**src/swc_defines.svh**
```systemverilog
`ifndef SWC_DEFINES_SVH
`define SWC_DEFINES_SVH

// ****************************************************************
// Register indices; byte address is four times the index.
// ****************************************************************
`define SWC_IDX_PWR    8'h01
`define SWC_IDX_TPC    8'h70
`define SWC_IDX_KS1    8'hc0
`define SWC_IDX_KS2    8'hc1
`define SWC_IDX_KCODE  8'hc2
`define SWC_IDX_IMASK  8'hf0
`define SWC_IDX_ISTAT  8'hf1

// ****************************************************************
// Field positions and reset values.
// ****************************************************************
`define SWC_B_SLEEP    1
`define SWC_B_TP_EN    7
`define SWC_B_TP_WAKE  3
`define SWC_B_KS_EN    7
`define SWC_B_KS_WAKE  7
`define SWC_ST_READY   0
`define SWC_ST_TOUCH   1
`define SWC_ST_KEY     2
`define SWC_ST_KCAP    3
`define SWC_RST_BYTE   8'h00
`define SWC_RESP_OKAY  2'h0
`define SWC_RESP_SLV   2'h2

// ****************************************************************
// Timing.
// ****************************************************************
`define SWC_CLK_HZ     40000000
`define SWC_SETTLE_MS  10
`define SWC_SETTLE_CYC ((`SWC_CLK_HZ / 1000) * `SWC_SETTLE_MS)

`endif

```
**src/swc_pkg.sv**
```systemverilog
`include "swc_defines.svh"

package swc_pkg;

  typedef enum logic [1:0] {ST_RUN, ST_SLEEP, ST_SETTLE} swc_state_t;

  typedef logic [7:0] swc_idx_t;

  function automatic swc_idx_t swc_index(input logic [31:0] addr);
    return addr[9:2];
  endfunction

  function automatic logic swc_mapped(input swc_idx_t idx);
    return (idx == `SWC_IDX_PWR) || (idx == `SWC_IDX_TPC) ||
           (idx == `SWC_IDX_KS1) || (idx == `SWC_IDX_KS2) ||
           (idx == `SWC_IDX_KCODE) || (idx == `SWC_IDX_IMASK) ||
           (idx == `SWC_IDX_ISTAT);
  endfunction

endpackage

```
**src/swc_sync.sv**
```systemverilog
`timescale 1ns/1ps

module swc_sync #(
  parameter int W = 2
) (
  // Clock and reset.
  input  wire logic         mclk,
  input  wire logic         arst_n,
  input  wire logic         ce,
  // Data.
  input  wire logic [W-1:0] d,
  output logic      [W-1:0] q
);

  logic [W-1:0] meta_reg;

  always_ff @(posedge mclk or negedge arst_n) begin
    if (!arst_n) begin
      meta_reg <= '0;
      q        <= '0;
    end else if (ce) begin
      meta_reg <= d;
      q        <= meta_reg;
    end
  end

endmodule

```
**src/swc_wake_qual.sv**
```systemverilog
`timescale 1ns/1ps

module swc_wake_qual (
  // Clock and reset.
  input  wire logic mclk,
  input  wire logic arst_n,
  input  wire logic ce,
  // Synchronised pins.
  input  wire logic touch_s,
  input  wire logic key_s,
  // Qualifiers.
  input  wire logic tp_armed,
  input  wire logic ks_armed,
  input  wire logic asleep,
  // Events.
  output logic      touch_rise,
  output logic      key_rise,
  output logic      touch_wake,
  output logic      key_wake
);

  logic touch_prev_reg;
  logic key_prev_reg;

  always_ff @(posedge mclk or negedge arst_n) begin
    if (!arst_n) begin
      touch_prev_reg <= 1'b0;
      key_prev_reg   <= 1'b0;
    end else if (ce) begin
      touch_prev_reg <= touch_s;
      key_prev_reg   <= key_s;
    end
  end

  assign touch_rise = touch_s && !touch_prev_reg;
  assign key_rise   = key_s && !key_prev_reg;
  // A source wakes only when both of its enables are set.
  assign touch_wake = asleep && tp_armed && touch_rise; // RQ4
  assign key_wake   = asleep && ks_armed && key_rise; // RQ7

endmodule

```
**src/swc_top.sv**
```systemverilog
// The implementer's own choice: register access over AXI4-Lite.
`timescale 1ns/1ps
`include "swc_defines.svh"

// Notes on behaviour
// [RQ1] Sleep stops oscillator, display memory, font ROM; host writes ignored except to the sleep bit.
// [RQ2] Pulse outputs keep their register-defined state through sleep.
// [RQ3] Sleep bit 1 enters sleep; host writing 0 wakes the device.
// [RQ4] Touch wakes only with touch enable and touch wake enable both set.
// [RQ5] Host selects wait-for-touch state before sleep in manual mode.
// [RQ6] Host sets key-scan enable and key wake enable before sleep.
// [RQ7] Any key press wakes the device when key wake is armed.
// [RQ8] The waking key press is not captured as a key code.
// [RQ9] Host waits about 10 ms after wake before accessing the device.
// [RQ10] Fixed pin levels are driven while the device is not running.
// [RQ11] Key wake sets a status bit that can raise the interrupt.
// [RQ12] Wake sources are ORed; first one clears sleep, restarts oscillator.
module swc_top
  import swc_pkg::*;
#(
  parameter int SETTLE_CYC = `SWC_SETTLE_CYC
) (
  // Clock, reset, enable.
  input  wire logic        mclk,
  input  wire logic        arst_n,
  input  wire logic        ce,
  // AXI4-Lite write.
  input  wire logic        s_awvalid,
  output logic             s_awready,
  input  wire logic [31:0] s_awaddr,
  input  wire logic        s_wvalid,
  output logic             s_wready,
  input  wire logic [31:0] s_wdata,
  input  wire logic [3:0]  s_wstrb,
  output logic             s_bvalid,
  input  wire logic        s_bready,
  output logic [1:0]       s_bresp,
  // AXI4-Lite read.
  input  wire logic        s_arvalid,
  output logic             s_arready,
  input  wire logic [31:0] s_araddr,
  output logic             s_rvalid,
  input  wire logic        s_rready,
  output logic [31:0]      s_rdata,
  output logic [1:0]       s_rresp,
  // Wake pins and key-scan code.
  input  wire logic        touch_event,
  input  wire logic        key_press,
  input  wire logic [7:0]  key_code,
  // Core-side pin values.
  input  wire logic        core_wait_n,
  input  wire logic [5:0]  core_gpio,
  input  wire logic [18:0] core_mem_addr,
  input  wire logic        core_ram_oe_n,
  input  wire logic        core_ram_cs_n,
  input  wire logic        core_ram_wr_n,
  input  wire logic        core_rom_cs_n,
  input  wire logic [15:0] core_pixel,
  input  wire logic        core_vsync,
  input  wire logic        core_hsync,
  input  wire logic        core_pclk,
  input  wire logic        core_de,
  input  wire logic        core_pulse_one,
  input  wire logic        core_pulse_two,
  // Pins.
  output logic             wait_n,
  output logic             int_n,
  output logic [5:0]       gpio,
  output logic [18:0]      external_memory_address,
  output logic             ram_oe_n,
  output logic             ram_cs_n,
  output logic             ram_wr_n,
  output logic             rom_cs_n,
  output logic [15:0]      pixel_data_bus,
  output logic             vsync,
  output logic             hsync,
  output logic             pclk,
  output logic             de,
  output logic             pulse_output_one,
  output logic             pulse_output_two,
  // Power controls and interrupt.
  output logic             osc_en,
  output logic             dram_en,
  output logic             font_rom_en,
  output logic             irq
);

  localparam int CW = $clog2(SETTLE_CYC + 1);

  swc_state_t state;
  logic [CW-1:0] settle_cnt;
  logic [7:0]    tpc_reg, ks1_reg, kcode_reg, imask_reg, istat_reg;
  logic [7:0]    istat_next;
  logic          sleep_reg;
  logic          ks2_wake_reg;
  logic [1:0]    ks2_long_reg;
  logic [1:0]    hits_reg;
  logic          run_reg;
  logic          aw_full, w_full;
  swc_idx_t      aw_idx, r_idx;
  logic [7:0]    w_byte;
  logic          w_lane;
  logic          wr_go, rd_go, wr_ok;
  logic [1:0]    sync_q;
  logic          touch_rise, key_rise, touch_wake, key_wake;
  logic          wake_any, settle_done;

  // ****************************************************************
  // AXI4-Lite slave.
  // ****************************************************************
  assign s_awready = ce && !aw_full;
  assign s_wready  = ce && !w_full;
  assign s_arready = ce && !s_rvalid;
  assign wr_go     = ce && aw_full && w_full && !s_bvalid;
  assign rd_go     = s_arvalid && s_arready;
  assign r_idx     = swc_index(s_araddr);
  // While asleep only the sleep bit listens, so a stray write cannot
  // reconfigure the wake logic behind the host's back.
  assign wr_ok = wr_go && w_lane && swc_mapped(aw_idx) &&
                 (state != ST_SLEEP || aw_idx == `SWC_IDX_PWR); // RQ1

  always_ff @(posedge mclk or negedge arst_n) begin
    if (!arst_n) begin
      aw_full <= 1'b0;
      w_full  <= 1'b0;
      aw_idx  <= '0;
      w_byte  <= '0;
      w_lane  <= 1'b0;
    end else if (ce) begin
      if (s_awvalid && s_awready) begin
        aw_full <= 1'b1;
        aw_idx  <= swc_index(s_awaddr);
      end else if (wr_go) begin
        aw_full <= 1'b0;
      end
      if (s_wvalid && s_wready) begin
        w_full <= 1'b1;
        w_byte <= s_wdata[7:0];
        w_lane <= s_wstrb[0];
      end else if (wr_go) begin
        w_full <= 1'b0;
      end
    end
  end

  always_ff @(posedge mclk or negedge arst_n) begin
    if (!arst_n) begin
      s_bvalid <= 1'b0;
      s_bresp  <= `SWC_RESP_OKAY;
    end else if (ce) begin
      if (wr_go) begin
        s_bvalid <= 1'b1;
        s_bresp  <= swc_mapped(aw_idx) ? `SWC_RESP_OKAY : `SWC_RESP_SLV;
      end else if (s_bready) begin
        s_bvalid <= 1'b0;
      end
    end
  end

  always_ff @(posedge mclk or negedge arst_n) begin
    if (!arst_n) begin
      s_rvalid <= 1'b0;
      s_rdata  <= '0;
      s_rresp  <= `SWC_RESP_OKAY;
    end else if (ce) begin
      if (rd_go) begin
        s_rvalid <= 1'b1;
        s_rresp  <= swc_mapped(r_idx) ? `SWC_RESP_OKAY : `SWC_RESP_SLV;
        unique case (r_idx)
          `SWC_IDX_PWR: s_rdata <= {30'h0, sleep_reg, 1'b0};
          `SWC_IDX_TPC: s_rdata <= {24'h0, tpc_reg};
          `SWC_IDX_KS1: s_rdata <= {24'h0, ks1_reg};
          `SWC_IDX_KS2:
            s_rdata <= {24'h0, ks2_wake_reg, 3'h0, ks2_long_reg, hits_reg};
          `SWC_IDX_KCODE: s_rdata <= {24'h0, kcode_reg};
          `SWC_IDX_IMASK: s_rdata <= {24'h0, imask_reg};
          `SWC_IDX_ISTAT: s_rdata <= {24'h0, istat_reg};
          default: s_rdata <= '0;
        endcase
      end else if (s_rready) begin
        s_rvalid <= 1'b0;
      end
    end
  end

  // ****************************************************************
  // Configuration registers.
  // ****************************************************************
  always_ff @(posedge mclk or negedge arst_n) begin
    if (!arst_n) begin
      tpc_reg      <= `SWC_RST_BYTE;
      ks1_reg      <= `SWC_RST_BYTE;
      ks2_wake_reg <= 1'b0;
      ks2_long_reg <= 2'h0;
      imask_reg    <= `SWC_RST_BYTE;
    end else if (ce && wr_ok) begin
      if (aw_idx == `SWC_IDX_TPC) tpc_reg <= w_byte;
      if (aw_idx == `SWC_IDX_KS1) ks1_reg <= w_byte;
      if (aw_idx == `SWC_IDX_KS2) begin
        ks2_wake_reg <= w_byte[`SWC_B_KS_WAKE];
        ks2_long_reg <= w_byte[3:2];
      end
      if (aw_idx == `SWC_IDX_IMASK) imask_reg <= w_byte;
    end
  end

  // The hardware clear beats a host write of 1 in the same cycle, so a
  // wake can never be swallowed by a racing sleep request.
  always_ff @(posedge mclk or negedge arst_n) begin
    if (!arst_n) begin
      sleep_reg <= 1'b0;
    end else if (ce) begin
      if (wake_any) begin
        sleep_reg <= 1'b0; // RQ12
      end else if (wr_ok && aw_idx == `SWC_IDX_PWR) begin
        sleep_reg <= w_byte[`SWC_B_SLEEP]; // RQ3
      end
    end
  end

  // ****************************************************************
  // Wake sources.
  // ****************************************************************
  swc_sync #(.W(2)) u_sync (
    .mclk   (mclk),
    .arst_n (arst_n),
    .ce     (ce),
    .d      ({key_press, touch_event}),
    .q      (sync_q)
  );

  swc_wake_qual u_qual (
    .mclk       (mclk),
    .arst_n     (arst_n),
    .ce         (ce),
    .touch_s    (sync_q[0]),
    .key_s      (sync_q[1]),
    .tp_armed   (tpc_reg[`SWC_B_TP_EN] && tpc_reg[`SWC_B_TP_WAKE]),
    .ks_armed   (ks1_reg[`SWC_B_KS_EN] && ks2_wake_reg),
    .asleep     (state == ST_SLEEP),
    .touch_rise (touch_rise),
    .key_rise   (key_rise),
    .touch_wake (touch_wake),
    .key_wake   (key_wake)
  );

  assign wake_any = ce && (touch_wake || key_wake); // RQ12

  // ****************************************************************
  // Sleep sequencer.
  // ****************************************************************
  assign settle_done = settle_cnt == CW'(SETTLE_CYC - 1);

  always_ff @(posedge mclk or negedge arst_n) begin
    if (!arst_n) begin
      state      <= ST_RUN;
      settle_cnt <= '0;
    end else if (ce) begin
      unique case (state)
        ST_RUN: begin
          if (sleep_reg) state <= ST_SLEEP; // RQ3
        end
        ST_SLEEP: begin
          settle_cnt <= '0;
          if (!sleep_reg || touch_wake || key_wake) begin
            state <= ST_SETTLE; // RQ12
          end
        end
        ST_SETTLE: begin
          settle_cnt <= settle_cnt + CW'(1);
          if (settle_done) state <= ST_RUN;
        end
      endcase
    end
  end

  // Oscillator and memories restart one cycle after the settle wait has begun, since run_reg is registered from state.
  always_ff @(posedge mclk or negedge arst_n) begin
    if (!arst_n) begin
      run_reg <= 1'b1;
    end else if (ce) begin
      run_reg <= state != ST_SLEEP; // RQ1
    end
  end

  assign osc_en      = run_reg;
  assign dram_en     = run_reg;
  assign font_rom_en = run_reg;

  // ****************************************************************
  // Key capture and interrupt status.
  // ****************************************************************
  always_ff @(posedge mclk or negedge arst_n) begin
    if (!arst_n) begin
      kcode_reg <= `SWC_RST_BYTE;
      hits_reg  <= 2'h0;
    end else if (ce) begin
      if (state == ST_RUN && key_rise && ks1_reg[`SWC_B_KS_EN]) begin
        kcode_reg <= key_code; // RQ8
        if (hits_reg != 2'h3) hits_reg <= hits_reg + 2'h1;
      end else if (rd_go && r_idx == `SWC_IDX_KCODE) begin
        hits_reg <= 2'h0;
      end
    end
  end

  always_comb begin
    istat_next = istat_reg;
    if (rd_go && r_idx == `SWC_IDX_ISTAT) istat_next = '0;
    if (state == ST_SETTLE && settle_done) begin
      istat_next[`SWC_ST_READY] = 1'b1;
    end
    if (touch_wake) istat_next[`SWC_ST_TOUCH] = 1'b1;
    if (key_wake) istat_next[`SWC_ST_KEY] = 1'b1; // RQ11
    if (state == ST_RUN && key_rise && ks1_reg[`SWC_B_KS_EN]) begin
      istat_next[`SWC_ST_KCAP] = 1'b1;
    end
  end

  always_ff @(posedge mclk or negedge arst_n) begin
    if (!arst_n) begin
      istat_reg <= `SWC_RST_BYTE;
      irq       <= 1'b0;
    end else if (ce) begin
      istat_reg <= istat_next;
      irq       <= |(istat_next & imask_reg); // RQ11
    end
  end

  // ****************************************************************
  // Pin levels.
  // ****************************************************************
  // Safe levels hold through the settle wait too, since the pixel and
  // memory timing is not trustworthy until the PLL has locked.
  always_ff @(posedge mclk or negedge arst_n) begin
    if (!arst_n) begin
      wait_n <= 1'b1;
      int_n  <= 1'b1;
      gpio   <= '0;
      external_memory_address <= '0;
      ram_oe_n <= 1'b0;
      ram_cs_n <= 1'b1;
      ram_wr_n <= 1'b1;
      rom_cs_n <= 1'b1;
      pixel_data_bus <= '0;
      vsync  <= 1'b1;
      hsync  <= 1'b1;
      pclk   <= 1'b1;
      de     <= 1'b1;
    end else if (ce) begin
      if (state != ST_RUN) begin
        wait_n <= 1'b1; // RQ10
        int_n  <= 1'b1;
        gpio   <= '0;
        external_memory_address <= '0;
        ram_oe_n <= 1'b0;
        ram_cs_n <= 1'b1;
        ram_wr_n <= 1'b1;
        rom_cs_n <= 1'b1;
        pixel_data_bus <= '0;
        vsync  <= 1'b1;
        hsync  <= 1'b1;
        pclk   <= 1'b1;
        de     <= 1'b1;
      end else begin
        wait_n <= core_wait_n;
        int_n  <= !(|(istat_next & imask_reg));
        gpio   <= core_gpio;
        external_memory_address <= core_mem_addr;
        ram_oe_n <= core_ram_oe_n;
        ram_cs_n <= core_ram_cs_n;
        ram_wr_n <= core_ram_wr_n;
        rom_cs_n <= core_rom_cs_n;
        pixel_data_bus <= core_pixel;
        vsync  <= core_vsync;
        hsync  <= core_hsync;
        pclk   <= core_pclk;
        de     <= core_de;
      end
    end
  end

  always_ff @(posedge mclk or negedge arst_n) begin
    if (!arst_n) begin
      pulse_output_one <= 1'b0;
      pulse_output_two <= 1'b0;
    end else if (ce) begin
      pulse_output_one <= core_pulse_one; // RQ2
      pulse_output_two <= core_pulse_two;
    end
  end
endmodule

```
**config.mk**
```make
export PLATFORM = sky130hd
export DESIGN_NAME = swc_top
export DESIGN_NICKNAME = d
export VERILOG_FILES = /design/src/swc_pkg.sv /design/src/swc_sync.sv /design/src/swc_wake_qual.sv /design/src/swc_top.sv
export VERILOG_INCLUDE_DIRS = /design/src
export SDC_FILE = /design/constraint.sdc
export NUM_CORES = 1
export LEC_CHECK = 0
export ABC_CLOCK_PERIOD_IN_PS = 2320
export BUFFER_PORTS_ARGS = -buffer_cell sky130_fd_sc_hd__buf_2
export CORE_UTILIZATION = 38
export DETAILED_ROUTE_END_ITERATION = 10
export PLACE_DENSITY_LB_ADDON = 0.3
export SKIP_CTS_REPAIR_TIMING = 1
export SYNTH_ARGS = -nofsm -noshare
export SYNTH_HDL_FRONTEND = slang
export SYNTH_SLANG_ARGS = --single-unit
```
**constraint.sdc**
```tcl
create_clock -name mclk -period 2.32 [get_ports mclk]
set_input_delay 0.464 -clock mclk [delete_from_list [all_inputs] [get_ports mclk]]
set_output_delay 0.464 -clock mclk [all_outputs]
set_load 0.03 [all_outputs]
```
# After elaboration in Yosys (flattened, before gate mapping)
# Index checks and enable logic that the tools add are counted.
# totals
reg_bits	185
inputBits	170
out_inout_bits	98
wordCells	185
# classes
n_addsub	2
n_eq_ne	23
muxes	38
bitwise	1
reduce_logical	79
# op_table
op	count
$eq 8x8->1 const B	10
$pmux 8 s7	1
$pmux 19 s2	1
$reduce_and 2->1	15
$logic_and 1x1->1	28
$mux 1	23
$add 19x1->19 const B	1
$eq 19x19->1 const B	1
$mux 19	1
$eq 8x1->1 const B	2
$eq 8x7->1 const B	2
$logic_or 1x1->1	16
$mux 16	1
$mux 2	8
$reduce_bool 2->1	8
$and 8x8->8	1
$logic_not 1->1	8
$mux 8	1
$ne 2x2->1 const B	4
$reduce_or 8->1	1
$mux 6	1
$pmux 2 s3	1
$ne 2x1->1 const B	2
$reduce_and 4->1	1
5 further kinds	5

# Logic depth before layout (Yosys ltp)
# depth
word_depth	12
ltp_mapped	8
ltp_nobuf	7

# Cells and area by module
# A second synthesis with hierarchy kept.
# hier_totals
hier_cells	591
hier_area_um2	7045.5
# by_module_without_submodules
mod	instances	cells_each	area_per_inst_um2
swc_top	1	575	6787.8
swc_sync	1	8	145.1
swc_wake_qual	1	8	112.6

# Worst setup path after synthesis
# OpenSTA, ideal clock, no wires.
# synth_timing
path_kind	flip-flop to flip-flop
startpoint	register s_bvalid
endpoint	register imask_reg[0]
arrival_time_ps	2446
required_ps	2195
setup_slack_ps	-251
path_stages_with_launch	7
n_path_buf	1
path_cell_list	dfrtp_1 -> nand4b_1 -> or2_1 -> or4_1 -> buf_2 -> nor4_4 -> mux2_2
# synth_between
elab_chain_cells	7
# synth_rtl
item	line	rtl
start: declaration	swc_top.sv:35	output logic s_bvalid,
start signal: assignment	swc_top.sv:148	s_bvalid <= 1'b0;
start signal: assignment	swc_top.sv:152	s_bvalid <= 1'b1;
start signal: assignment	swc_top.sv:155	s_bvalid <= 1'b0;
$logic_not 1->1	swc_top.sv:114	assign wr_go = ce && aw_full && w_full && !s_bvalid;
$logic_and 1x1->1	swc_top.sv:114	
$logic_and 1x1->1 (3 in series)	swc_top.sv:119	assign wr_ok = wr_go && w_lane && swc_mapped(aw_idx) &&
$logic_and 1x1->1	swc_top.sv:196	end else if (ce && wr_ok) begin
$reduce_and 2->1 (no source line)	n/a	
end signal: assignment	swc_top.sv:195	imask_reg <= `SWC_RST_BYTE;
end signal: assignment	swc_top.sv:203	if (aw_idx == `SWC_IDX_IMASK) imask_reg <= w_byte;
end: declaration	swc_top.sv:92	logic [7:0] tpc_reg, ks1_reg, kcode_reg, imask_reg, istat_reg;
# Every way passes these cells.
# A chain may end at the register's enable or synchronous reset.

# Worst setup path after layout
# layout_timing
startpoint	register s_bvalid
endpoint	register tpc_reg[0]
# layout_between
elab_chain_cells	7
# layout_rtl
item	line	rtl
$logic_not 1->1	swc_top.sv:114	
$logic_and 1x1->1	swc_top.sv:114	
$logic_and 1x1->1 (3 in series)	swc_top.sv:119	
$logic_and 1x1->1	swc_top.sv:196	
$reduce_and 2->1 (no source line)	n/a	
end signal: assignment	swc_top.sv:191	tpc_reg <= `SWC_RST_BYTE;
end signal: assignment	swc_top.sv:197	if (aw_idx == `SWC_IDX_TPC) tpc_reg <= w_byte;
end: declaration	swc_top.sv:92	
# Every way passes these cells.

==> impl_metrics.tcl <==
set metrics [dict create \
    ir_worst_vdd_mv 0.596 \
    grt_pass1_vias 5442 \
    cp-start-kind "flip-flop" \
    slew_violations 0 \
    power_frac_seq_pct 42.3 \
    setup_viol 0 \
    antenna_found_initial 0 \
    fp.dieH_um 140 \
    fill_cells 1621 \
    diodes 0 \
    dr.pass1.iters 6 \
    drt_wl_total_mm 16.9 \
    fin_ws_ns 0.00960 \
    synth_warnings 0 \
    tns_ns 0 \
    start_util_pct 39.4 \
    met3_length_um 861 \
    hp-class "in2reg" \
    crit_fanout 8 \
    synth_cells 658 \
    hold_end "external_memory_address[1]" \
    h-tree-depth 4 \
    yosys.cell_types.count 59 \
    area_growth_syn_to_layout_pct 27.8 \
    antenna_left 0 \
    cp.arrival_ns 2.61 \
    avgViaCountPerCell 4.91 \
    wl_met2_mm 7.85 \
    hp-start "core_mem_addr[1]" \
    grt_usage_pct 18.2 \
    die_w_um 140 \
    drive_gt1_share_pct 37.2 \
    pre_cts_slack_ns -0.200 \
    finClkSkew_ns 0.00951 \
    regToRegSetupSlack_ns 0.01 \
    r2r_start "s_bvalid" \
    route.detailed.drc 0 \
    p_leak_nw 4.49 \
    synth_edf_count 0 \
    via_count 5438 \
    fmax_mhz 433 \
    rsz0062_at_grt "yes" \
    worstSetupEndpointType "flip-flop" \
    overflow 0 \
    timing.slew.headroom_pct 51.8 \
    hold_depth 3 \
    grt_pass1_wl_mm 28.0 \
    p_int_w 0.00564 \
    fin_nets 1040 \
    ys.flop_type "dfrtp_1" \
    layout_common_cells "buf_2 (165), dfrtp_1 (148), nand2_1 (86)" \
    yosys_register_bits 159 \
    fin_crit_sh_pct 99.6 \
    switching_share_pct 35.4 \
    numCtsBuffers 17 \
    die_area_um2 19500 \
    core_area_um2 18300 \
    top_layer "met4" \
    reg2reg_to "tpc_reg[0]" \
    pwr-share-comb_pct 27.1 \
    path_class "reg2reg" \
    wl_per_cell_um 15.2 \
    place_congestion 0.793 \
    tritoncts "done" \
    grt_max_degree 63 \
    yosysSeqAreaShare_pct 55.4 \
    cts_max_path_buffers 2 \
    power_density_nw_per_um2 949 \
    syn_avg_cell_area_um2 10.9 \
    reg.largest.list "external_memory_address: 19 flops, settle_cnt: 19 flops, pixel_data_bus: 16 flops" \
    drv_cap 0 \
    cts.sinks 159 \
    crit_required_ns 2.62 \
    io_buffers 166 \
    io_pins 268 \
    clkTransAtPathRegs_ns 0.07 \
    wl_met1_mm 7.96 \
    hpwlAfterDp_mm 12.3 \
    rows 49 \
    min_period_ns 2.31 \
    outcome "finished clean" \
    r2r_cells 7 \
    p_clk_share_pct 30.6 \
    switching_power_w 0.00309 \
    mostFrequentLayoutCell "buf_2" \
    clock-root-buffer "clkbuf_16" \
    clock_latency_ns 0.42 \
    netlist_area_um2 7200 \
    hold_violations 0 \
    synthArstFlopShare_pct 100 \
    drt_iter0_drc 329 \
    tightest_slew_ns 0.716 \
]
worst max-delay path, stage by stage, from the launching register on:
cell	delay [ns]
dfrtp_2	0.40
nand4b_1	0.19
or2_1	0.26
or4_4	0.45
buf_6	0.15
nor4_4	0.26
buf_12	0.18
mux2_4	0.29
through the flow:
stage / power [W] / hold slack (ns) / instance area (µm²) / utilization [%] / instances
final: 0.00873 / 0.234 / 9200 / 50.4 / 1107
after global routing: 0.00923 / 0.229 / 9200 / 50.4 / 1107
after CTS: 0.00882 / -0.131 / 9140 / 50.0 / 1103
after detailed placement: 0.00610 / 0.333 / 8570 / 46.9 / 1071
after global placement: 0.00604 / 0.329 / 8570 / 46.9 / 1071
after floorplan: 0.00526 / 0.168 / 7350 / - / 683
synthesized netlist by cell type, types with 3 or more instances:
| master | n | area (µm²) |
|---|---|---|
| o22a_1 | 8 | 70.1 |
| a21oi_1 | 9 | 45.0 |
| or2_2 | 5 | 31.3 |
| buf_4 | 28 | 210 |
| nor2b_1 | 4 | 25.0 |
| and2_1 | 9 | 56.3 |
| mux2_2 | 61 | 687 |
| mux2i_1 | 10 | 100 |
| o31ai_1 | 3 | 22.5 |
| nor4_1 | 4 | 25.0 |
| nand2_1 | 86 | 323 |
| dfstp_2 | 10 | 263 |
| buf_1 | 6 | 22.5 |
| nand4_1 | 5 | 31.3 |
| dfrtp_1 | 149 | 3730 |
| a22oi_1 | 4 | 30.0 |
| xnor2_1 | 3 | 26.3 |
| clkbuf_1 | 13 | 48.8 |
| nor3_1 | 5 | 25.0 |
| xor2_1 | 12 | 105 |
| ha_1 | 5 | 62.6 |
| o21ai_0 | 52 | 260 |
| or4_1 | 3 | 22.5 |
| o211ai_1 | 5 | 37.5 |
| nand3_1 | 17 | 85.1 |
| nor2_1 | 29 | 109 |
| a211o_1 | 5 | 43.8 |
| inv_1 | 51 | 191 |
| a22o_1 | 14 | 123 |
| nand2b_1 | 3 | 18.8 |
worst max path at each step:
stage / startpoint / endpoint / slack (ns) / cells past startpoint
finish: s_bvalid / tpc_reg[0] / 0.01 / 7
global route: s_bvalid / tpc_reg[0] / -0.05 / 7
CTS: s_bvalid / tpc_reg[5] / -0.08 / 7
detailed placement: s_araddr[3] / s_rdata[1] / -0.20 / 7
global placement: ce / tpc_reg[6] / -0.15 / 8
floorplan: s_bvalid / imask_reg[0] / -0.25 / 6
layer usage:
layer | up-vias | global-route usage, %
li1 | 2636 | -
met1 | 2634 | 24.9
met2 | 157 | 28.5
met3 | 11 | 4.23
met4 | 0 | 5.67
met5 | - | 0
logic make-up after synthesis:
kind of cell    synth area share [%]
flops                           55.4
buf+inv                         6.64
compound gates                  10.6
other cells                   0.0521
fa+ha+maj                      0.869
simple gates                    13.6
mux                             11.1
xor+xnor                        1.82
cell type report:
type	instances	area, µm²	area share (%)
clock buffers	19	453	4.92
repair buffers	211	1260	13.7
well taps	229	287	3.11
flip-flops and latches	159	3990	43.4
multi-input cells	425	2910	31.6
inverters	51	191	2.08
clock inverters	13	115	1.25
power by group through the flow:
stage / Sequential, W / Clock (W) / Combinational (W)
2_1_floorplan: 0.00417 / 0 / 0.00108
3_3_place_gp: 0.00373 / 0 / 0.00232
3_5_place_dp: 0.00374 / 0 / 0.00236
4_1_cts: 0.00369 / 0.00276 / 0.00236
5_1_grt: 0.00378 / 0.00286 / 0.00259
6_report: 0.00369 / 0.00267 / 0.00237
Power figures use the tool's default switching activity.
